$ cat src/logic/sevg_pkg.sv
// Constants for the system event vector generator: register offsets, event codes, field layout.
// Assumes a plain word-addressed register port on the system clock.
package sevg_pkg;

  // ----------------------------------------
  // Register map
  // ----------------------------------------
  localparam int ADDR_W = 16;
  localparam logic [15:0] OFS_USER_NMI_VECTOR = 16'h019A;
  localparam logic [15:0] OFS_SYSTEM_NMI_VECTOR = 16'h019C;
  localparam logic [15:0] OFS_RESET_CAUSE_VECTOR = 16'h019E;
  localparam logic [15:0] OFS_INT_STATUS = 16'h0190;
  localparam logic [15:0] OFS_INT_MASK = 16'h0192;
  localparam logic [15:0] OFS_NMI_SELECT = 16'h0194;
  localparam logic [15:0] OFS_MAILBOX_IN = 16'h0196;
  localparam logic [15:0] OFS_MAILBOX_OUT = 16'h0198;
  localparam logic [15:0] OFS_RESET_CLASS = 16'h018E;

  // ----------------------------------------
  // Source counts and reset values
  // ----------------------------------------
  localparam int NUM_RST = 16;
  localparam int NUM_SNMI = 9;
  localparam int NUM_UNMI = 3;
  localparam logic [2:0] RST_INT_MASK = 3'h0;
  localparam logic [2:0] RST_NMI_SELECT = 3'h7;
  localparam logic [15:0] RST_MAILBOX = 16'h0000;

  // Reset source indices, highest priority first; code = 2*(index+1) except reserved slot
  localparam int RSRC_BROWNOUT = 0;
  localparam int RSRC_PIN = 1;
  localparam int RSRC_SW_BOR = 2;
  localparam int RSRC_SHUTDOWN_WAKE = 3;
  localparam int RSRC_SECURITY = 4;
  localparam int RSRC_CORE_SVS = 5;
  localparam int RSRC_SUPPLY_SVS = 6;
  localparam int RSRC_CORE_OVP = 7;
  localparam int RSRC_SUPPLY_OVP = 8;
  localparam int RSRC_SW_POR = 9;
  localparam int RSRC_WDT_TIMEOUT = 10;
  localparam int RSRC_WDT_PASSWORD = 11;
  localparam int RSRC_FLASH_PASSWORD = 12;
  localparam int RSRC_RESERVED = 13;
  localparam int RSRC_PERIPH_FETCH = 14;
  localparam int RSRC_PM_PASSWORD = 15;

  // Class of each reset source: 0 brownout, 1 power-on, 2 power-up-clear
  localparam logic [31:0] RST_CLASS_MAP = 32'hAAA5_5404;
  localparam logic [1:0] CLASS_BROWNOUT = 2'h0;
  localparam logic [1:0] CLASS_POWER_ON = 2'h1;
  localparam logic [1:0] CLASS_POWER_UP_CLEAR = 2'h2;

  // System NMI source indices
  localparam int SSRC_MAILBOX_IN = 5;
  localparam int SSRC_MAILBOX_OUT = 6;

  // Interrupt status bit positions
  localparam int IRQ_RST_BIT = 0;
  localparam int IRQ_SNMI_BIT = 1;
  localparam int IRQ_UNMI_BIT = 2;

  localparam logic [7:0] CODE_NONE = 8'h00;

endpackage : sevg_pkg

$ cat src/logic/sevg_system_event_vector_generator.sv
// System event vector generator: latches event sources and encodes them into three vector registers.
// Assumes event inputs are one-cycle pulses or levels from logic on clk; the pin event is asynchronous.
//
// Added by the designer: strobed register access.
`timescale 1ns/1ps
module sevg_system_event_vector_generator
  import sevg_pkg::*;
(
  // Clock and reset
  input wire logic clk,
  input wire logic rstn,
  // Register port
  input wire logic [ADDR_W-1:0] regAddr,
  input wire logic [15:0] regWdata,
  input wire logic regWrite,
  input wire logic regRead,
  output logic [15:0] regRdata,
  // Event sources
  input wire logic [NUM_RST-1:0] resetEvent,
  input wire logic [NUM_SNMI-1:0] systemEvent,
  input wire logic [NUM_UNMI-1:0] userEvent,
  input wire logic externalPinRaw,
  // Debug mailbox side
  input wire logic [15:0] debugMailboxWdata,
  input wire logic debugMailboxWrite,
  input wire logic debugMailboxRead,
  output logic [15:0] debugMailboxRdata,
  // Interrupt and reset class outputs
  output logic irq,
  output logic systemNmiReq,
  output logic userNmiReq,
  output logic powerOnClass,
  output logic powerUpClearClass
);

  // ----------------------------------------
  // State
  // ----------------------------------------
  typedef struct packed {
    logic [NUM_RST-1:0] rstPend;
    logic [NUM_SNMI-1:0] snmiPend;
    logic [NUM_UNMI-1:0] unmiPend;
    logic [2:0] intStatus;
    logic [2:0] intMask;
    logic [2:0] nmiSelect;
    logic [15:0] mailboxIn;
    logic [15:0] mailboxOut;
    logic [1:0] pinSync;
    logic pinLast;
    logic [15:0] rdata;
    logic [15:0] dbgRdata;
    logic irq;
    logic sNmi;
    logic uNmi;
    logic porClass;
    logic pucClass;
  } sevg_state_t;

  sevg_state_t st;
  sevg_state_t next_st;

  // ----------------------------------------
  // Priority encoders
  // ----------------------------------------
  // Returns index of lowest set bit, or width when none
  function automatic logic [4:0] first_set(input logic [15:0] v, input int n);
    logic [4:0] idx;
    idx = 5'(n);
    for (int i = n - 1; i >= 0; i--) begin
      if (v[i]) begin
        idx = 5'(i);
      end
    end
    return idx;
  endfunction : first_set

  logic [4:0] rstIdx;
  logic [4:0] snmiIdx;
  logic [4:0] unmiIdx;
  logic [7:0] rstCode;
  logic [7:0] snmiCode;
  logic [7:0] unmiCode;
  logic [NUM_RST-1:0] rstSet;
  logic [NUM_SNMI-1:0] snmiSet;
  logic [NUM_UNMI-1:0] unmiSet;
  logic pinRise;
  logic [1:0] srcClass;

  always_comb begin
    // Reserved slot is masked so code 1Ch never appears
    rstSet = resetEvent;
    rstSet[RSRC_RESERVED] = 1'b0;
    rstIdx = first_set(16'(st.rstPend), NUM_RST);
    snmiIdx = first_set(16'(st.snmiPend), NUM_SNMI);
    unmiIdx = first_set(16'(st.unmiPend), NUM_UNMI);
    // Code is twice the one-based position: always even, low byte only
    rstCode = (rstIdx == 5'(NUM_RST)) ? CODE_NONE : {2'h0, rstIdx + 5'h01, 1'b0};
    snmiCode = (snmiIdx == 5'(NUM_SNMI)) ? CODE_NONE : {2'h0, snmiIdx + 5'h01, 1'b0};
    unmiCode = (unmiIdx == 5'(NUM_UNMI)) ? CODE_NONE : {2'h0, unmiIdx + 5'h01, 1'b0};
    pinRise = st.pinSync[1] & ~st.pinLast;
    snmiSet = systemEvent;
    snmiSet[SSRC_MAILBOX_IN] = systemEvent[SSRC_MAILBOX_IN] | debugMailboxWrite;
    snmiSet[SSRC_MAILBOX_OUT] = systemEvent[SSRC_MAILBOX_OUT] | debugMailboxRead;
    unmiSet = userEvent;
    unmiSet[0] = userEvent[0] | pinRise;
    srcClass = (rstIdx == 5'(NUM_RST)) ? CLASS_BROWNOUT : RST_CLASS_MAP[2*rstIdx[3:0] +: 2];
  end

  // ----------------------------------------
  // Next state
  // ----------------------------------------
  logic [2:0] irqEvent;
  logic [15:0] rdVal;

  always_comb begin
    next_st = st;
    irqEvent = '0;
    rdVal = 16'h0000;
    next_st.pinSync = {st.pinSync[0], externalPinRaw};
    next_st.pinLast = st.pinSync[1];

    // Register read; vector and status reads clear what they report
    if (regRead) begin
      case (regAddr)
        OFS_RESET_CAUSE_VECTOR: begin
          rdVal = {8'h00, rstCode};
          if (rstIdx != 5'(NUM_RST)) begin
            next_st.rstPend[rstIdx[3:0]] = 1'b0;
          end
        end
        OFS_SYSTEM_NMI_VECTOR: begin
          rdVal = {8'h00, snmiCode};
          if (snmiIdx != 5'(NUM_SNMI)) begin
            next_st.snmiPend[snmiIdx[3:0]] = 1'b0;
          end
        end
        OFS_USER_NMI_VECTOR: begin
          rdVal = {8'h00, unmiCode};
          if (unmiIdx != 5'(NUM_UNMI)) begin
            next_st.unmiPend[unmiIdx[1:0]] = 1'b0;
          end
        end
        OFS_INT_STATUS: begin
          rdVal = {13'h0000, st.intStatus};
          next_st.intStatus = 3'h0;
        end
        OFS_INT_MASK: begin
          rdVal = {13'h0000, st.intMask};
        end
        OFS_NMI_SELECT: begin
          rdVal = {13'h0000, st.nmiSelect};
        end
        OFS_MAILBOX_IN: begin
          rdVal = st.mailboxIn;
        end
        OFS_MAILBOX_OUT: begin
          rdVal = st.mailboxOut;
        end
        OFS_RESET_CLASS: begin
          rdVal = {14'h0000, srcClass};
        end
        default: begin
          rdVal = 16'h0000;
        end
      endcase
    end
    next_st.rdata = rdVal;

    // Register write
    if (regWrite) begin
      case (regAddr)
        OFS_INT_MASK: begin
          next_st.intMask = regWdata[2:0];
        end
        OFS_NMI_SELECT: begin
          next_st.nmiSelect = regWdata[2:0];
        end
        OFS_MAILBOX_OUT: begin
          next_st.mailboxOut = regWdata;
        end
        default: begin
        end
      endcase
    end

    // Debug port side of the mailbox
    if (debugMailboxWrite) begin
      next_st.mailboxIn = debugMailboxWdata;
    end
    next_st.dbgRdata = st.mailboxOut;

    // Sources set after the read clear, so a same-cycle event is kept
    next_st.rstPend = next_st.rstPend | rstSet;
    next_st.snmiPend = next_st.snmiPend | snmiSet;
    next_st.unmiPend = next_st.unmiPend | unmiSet;

    irqEvent[IRQ_RST_BIT] = |rstSet;
    irqEvent[IRQ_SNMI_BIT] = |snmiSet;
    irqEvent[IRQ_UNMI_BIT] = |unmiSet;
    next_st.intStatus = next_st.intStatus | irqEvent;

    next_st.irq = |(next_st.intStatus & next_st.intMask);
    next_st.sNmi = st.nmiSelect[1] & (|next_st.snmiPend);
    next_st.uNmi = st.nmiSelect[2] & (|next_st.unmiPend);
    next_st.porClass = (srcClass == CLASS_POWER_ON) | (srcClass == CLASS_BROWNOUT && |st.rstPend);
    next_st.pucClass = (srcClass == CLASS_POWER_UP_CLEAR);
  end

  // ----------------------------------------
  // Registers
  // ----------------------------------------
  always_ff @(posedge clk or negedge rstn) begin
    if (!rstn) begin
      st <= '0;
      st.intMask <= RST_INT_MASK;
      st.nmiSelect <= RST_NMI_SELECT;
      st.mailboxIn <= RST_MAILBOX;
      st.mailboxOut <= RST_MAILBOX;
    end else begin
      st <= next_st;
    end
  end

  assign regRdata = st.rdata;
  assign debugMailboxRdata = st.dbgRdata;
  assign irq = st.irq;
  assign systemNmiReq = st.sNmi;
  assign userNmiReq = st.uNmi;
  assign powerOnClass = st.porClass;
  assign powerUpClearClass = st.pucClass;
endmodule : sevg_system_event_vector_generator

$ cat config.mk
export PLATFORM = sky130hd
export DESIGN_NAME = sevg_system_event_vector_generator
export DESIGN_NICKNAME = d
export VERILOG_FILES = /design/src/logic/sevg_pkg.sv /design/src/logic/sevg_system_event_vector_generator.sv
export SDC_FILE = /design/constraint.sdc
export NUM_CORES = 1
export LEC_CHECK = 0
export BUFFER_PORTS_ARGS = -buffer_cell sky130_fd_sc_hd__buf_2
export CORE_MARGIN = 5
export CORE_UTILIZATION = 40
export CTS_CLUSTER_SIZE = 40
export DETAILED_ROUTE_END_ITERATION = 10
export GPL_ROUTABILITY_DRIVEN = 0
export PLACE_DENSITY_LB_ADDON = 0.05
export SYNTH_ARGS = -nofsm -noshare
export SYNTH_HDL_FRONTEND = slang
export SYNTH_SLANG_ARGS = --single-unit
$ cat constraint.sdc
create_clock -name clk -period 4.8 [get_ports clk]
set_clock_uncertainty 0.15 [all_clocks]
set_input_delay 0.48 -clock clk [delete_from_list [all_inputs] [get_ports clk]]
set_output_delay 0.48 -clock clk [all_outputs]
set_load 0.02 [all_outputs]
* Yosys cells after proc, flatten, opt, wreduce, memory -nomap -nowiden
Index checks and enable logic that the tools add are counted.
Word-level totals: register bits after elaboration 109, latch bits 0, RAM bits 0, ROM bits 0, bits of input ports 83, output and inout port bits 37, word-level logic and storage cells 128, memories 0
Cells by class: $add $sub $neg 3, multiply operators 0, div/mod/pow operators 0, order comparisons 6, equality and inequality tests 17, shifts and indexed selects 1, multiplexer cells 51, bitwise operators 19, reductions and logical operators 14
Operator list (count):
- == test 16 x 9 -> 1 bit, second input constant | 9
- case mux 16 bit (9 select lines) | 1
- two-way mux 5 bit | 26
- two-way mux 16 bit | 3
- indexed part select 32 x 6 -> 2 bit, first input constant | 1
- two-way mux 31 bit | 1
- two-way mux 6 bit | 4
- two-way mux 9 bit | 2
- OR reduction 9 bit | 2
- bitwise AND 16 bit | 1
- NOT 16 bit | 1
- OR 16 bit | 1
- OR reduction 16 bit | 1
- adder 5 x 1 -> 5 bit, second input constant | 3
- two-way mux 3 bit | 5
- OR reduction 15 bit | 1
- < comparator 4 x 5 -> 1 bit, second input constant | 2
- bitwise AND 9 bit | 1
- NOT 9 bit | 1
- OR 9 bit | 1
- OR reduction 3 bit | 3
- demux 1 bit (select 4 bit) | 2
- greater-or-equal comparator 4 x 1 -> 1 bit, second input constant | 2
- bitwise AND 3 bit | 2
- 21 further kinds | 35

* Logic depth before layout (Yosys ltp)
word-level depth 28, gate-level depth with buffers 10, mapped depth without buffers 10

* Worst setup path before layout
No wires, ideal clock.
path type in2reg, start point in regAddr[0], end point reg st (netlist bit userNmiReq), library setup time 0.124 ns, arrival 2.645 ns, required time 4.526 ns, setup slack 1.881 ns, cell stages on the path 8, buffers on the path 1, cells stage by stage or4b_4 -> or3_1 -> buf_2 -> or4_4 -> nor2_2 -> nand2_1 -> a21o_1 -> o31a_1
RTL lines:
- start: declaration | RTL line sevg_system_event_vector_generator.sv:13 | input wire logic [ADDR_W-1:0] regAddr,
- end signal: assignment | RTL line sevg_system_event_vector_generator.sv:220 | st <= next_st;
- end: declaration | RTL line sevg_system_event_vector_generator.sv:59 | sevg_state_t st;

* Final worst setup path
start point in regAddr[0], end point reg st (netlist bit next_st[16])
Between the ends: longest elaborated chain between the ends 2
Ends and longest elaborated chain:
- == test 16 x 9 -> 1 bit | RTL line sevg_system_event_vector_generator.sv:171 | case (regAddr)
- AND reduction 2 bit (no source line)
Every way passes these cells. A chain may end at the register's enable or synchronous reset.

==> impl_metrics.json <==
{
  "run_status": "completed",
  "synth_cells": 448,
  "drt_iter0_drc": 206,
  "min_path_cells": 1,
  "port_buffers": 118,
  "grt_pass1_wl_um": 19400,
  "tightest_slew_ns": 0.911,
  "vias": 3660,
  "die_w_um": 123,
  "cts_max_path_buffers": 2,
  "slew_headroom_pct": 39.3,
  "finalCritPeriodShare_pct": 63.7,
  "ys_warn_count": 0,
  "hp-class": "input port to flip-flop",
  "io_pins": 120,
  "synth_edf_count": 0,
  "avgSynthCellArea_um2": 11.3,
  "cts-buffers-inserted": 9,
  "power.density_nw_per_um2": 312,
  "setup.worst_path.class": "input port to flip-flop",
  "drv_slew": 0,
  "crit_required_ns": 4.90,
  "ys_ff_latch": 109,
  "root_buffer": "clkbuf_16",
  "final_nets": 626,
  "irDropWorstVdd_uv": 252,
  "core_um2": 12500,
  "die_h_um": 123,
  "period_needed_ns": 3.06,
  "grt_overflow_total": 0,
  "yosysTopAreaCellShare_pct": 52.4,
  "vias_per_cell": 5.13,
  "grt_max_degree": 74,
  "antenna_cells": 0,
  "synth_flop_cell": "dfrtp_1",
  "yosysTopAreaCell": "dfrtp_1",
  "wl_per_cell_um": 17.1,
  "synth_nets": 538,
  "grt_use_total_pct": 17.0,
  "grt_antenna_before_repair": 0,
  "clk_transition_reported_paths_ns": 0.07,
  "p_leak_nw": 2.69,
  "synth_cell_types": 59,
  "comb_power_share_pct": 5.1,
  "cts_tree": "built",
  "postCtsResizedCells": 0,
  "fp-row-count": 41,
  "design.die.area_um2": 15000,
  "ant_nets": 0,
  "ys_top_cells_by_count": "106 x dfrtp_1, 38 x mux2_2, 36 x nor2_1",
  "yosysMostFrequentCell": "dfrtp_1",
  "rsz0062_at_grt": "false",
  "cap_viol_max_count": 0,
  "htree_levels": 3,
  "async_reset_ff_share_pct": 100,
  "seqPwrFrac_pct": 50.7,
  "setup_ws_ns": 1.74,
  "hold_viol_final": 0,
  "place_ws_ns": 1.32,
  "routed_wl_um": 12200,
  "fmax_mhz": 327,
  "cp-start-kind": "input port",
  "cp.arrival_ns": 3.15,
  "p_clk_share_pct": 44.2,
  "postCtsSetupRepairBufs": 0,
  "netlist_top_cells_area": "dfrtp_1 52%, mux2_2 8.5%, buf_4 4.7%",
  "dp_hpwl_um": 9040,
  "setup_tns_ns": 0,
  "reg2regPathDepth": 6,
  "synth_area_um2": 5060,
  "hold_buffers": 0,
  "clkLatencyLatePin_ns": 0.36,
  "netSwitchingPower_w": 0.000412,
  "layout-drive-gt1-share_pct": 35.9,
  "synth.yosys.seq_area_share_pct": 53.9,
  "dr.pass1.iters": 5,
  "path_max_fanout": 16,
  "p_int_w": 0.00144,
  "numClockSinks": 109,
  "endpoint_kind": "flip-flop",
  "start_util_pct": 40.5,
  "switching_share_pct": 22.2,
  "grt_pass1_vias": 3719,
  "area_growth_pct": 17.4,
  "setup_viol": 0,
  "drc": 0
}
-- per-layer routing --
layer | vias to the layer above | wire [µm] | track usage [%]
met5 | - | 0 | 0
met1 | 1760 | 5660 | 22.8
met3 | 16 | 716 | 5.25
met4 | 0 | 227 | 5.53
met2 | 110 | 5580 | 26.5
li1 | 1774 | - | -
-- worst paths after layout --
check | endpoint | startpoint | slack, ns
setup reg to reg | systemNmiReq$_DFF_PN0_ | st[84]$_DFF_PN0_ | 1.98
min in group asynchronous | next_st[18]$_DFFE_PN0P_ | rstn | 0.09
max in group asynchronous | st[72]$_DFFE_PN1P_ | rstn | 3.36
hold / removal | next_st[39]$_DFF_PN0_ | externalPinRaw | 0.08
hold reg to reg | next_st[37]$_DFF_PN0_ | next_st[39]$_DFF_PN0_ | 0.20
setup / recovery | next_st[16]$_DFFE_PN0P_ | regAddr[0] | 1.74
-- flip-flops by register name, summed over array words and instances, names as in the netlist --
register           cells
next_st               18
powerUpClearClass      1
debugMailboxRdata     16
systemNmiReq           1
powerOnClass           1
regRdata              16
userNmiReq             1
irq                    1
st                    54
-- critical path: stages --
cell,delay (ns)
buf_2,0.09
or4b_4,0.55
or3_1,0.51
nor3_2,0.20
buf_4,0.25
nand2_1,0.57
mux2_2,0.50
-- cells in the final DEF, fill, tap and decap left out, types with 3 or more instances in the layout --
cell type / netlist / layout
o31ai_1: 6 / 6
clkbuf_16: 0 / 9
nand2b_1: 8 / 8
buf_2: 6 / 117
nand2_1: 20 / 20
or4_1: 4 / 4
nor4_1: 11 / 11
nor3_1: 7 / 7
dfstp_2: 3 / 3
nor2_1: 36 / 36
dfrtp_1: 106 / 106
and3_1: 6 / 6
a31oi_1: 6 / 6
o211ai_1: 4 / 4
nand3_1: 18 / 18
or2_2: 3 / 3
inv_1: 16 / 16
o21ai_0: 10 / 10
a21oi_1: 11 / 11
nand4_1: 3 / 3
buf_4: 32 / 6
mux2_2: 38 / 38
a21o_1: 20 / 20
ha_1: 7 / 7
a22oi_1: 14 / 14
-- logic make-up after synthesis --
kind of cell,count (synthesis),share of synthesized area (%)
fa+ha+maj,7,1.73
simple gates,134,14.2
flops,109,53.9
compound gates,93,13.1
buf+inv,62,7.12
mux,42,9.74
xor+xnor,1,0.173
-- power by group through the flow --
| stage | registers, W | clock network [W] | logic, W |
|---|---|---|---|
| finish | 0.000940 | 0.000820 | 0.0000940 |
| global route | 0.000942 | 0.000890 | 0.000107 |
| CTS | 0.000940 | 0.000853 | 0.0000970 |
| detailed placement | 0.000958 | 0 | 0.0000967 |
| global placement | 0.000958 | 0 | 0.0000954 |
| floorplan | 0.000956 | 0 | 0.0000319 |
-- final cells by class --
cell class / count / area [µm²]
inverters: 16 / 60.1
fillers: 1203 / 6570
clock buffers: 9 / 225
flip-flops and latches: 109 / 2730
repair buffers: 123 / 631
clock inverters: 7 / 109
multi-input cells: 277 / 1970
well taps: 172 / 215
-- metrics by stage --
stage | instance area (µm²) | hold slack (ns) | power (W) | util, % | cells
finish | 5940 | 0.0765 | 0.00185 | 47.5 | 713
global route | 5940 | 0.0646 | 0.00194 | 47.5 | 713
CTS | 5940 | 0.0582 | 0.00189 | 47.5 | 713
detailed placement | 5610 | 0.190 | 0.00105 | 44.8 | 697
global placement | 5610 | 0.182 | 0.00105 | 44.8 | 697
floorplan | 5060 | 0.0344 | 0.000988 | - | 448
Power figures use the tool's default switching activity.
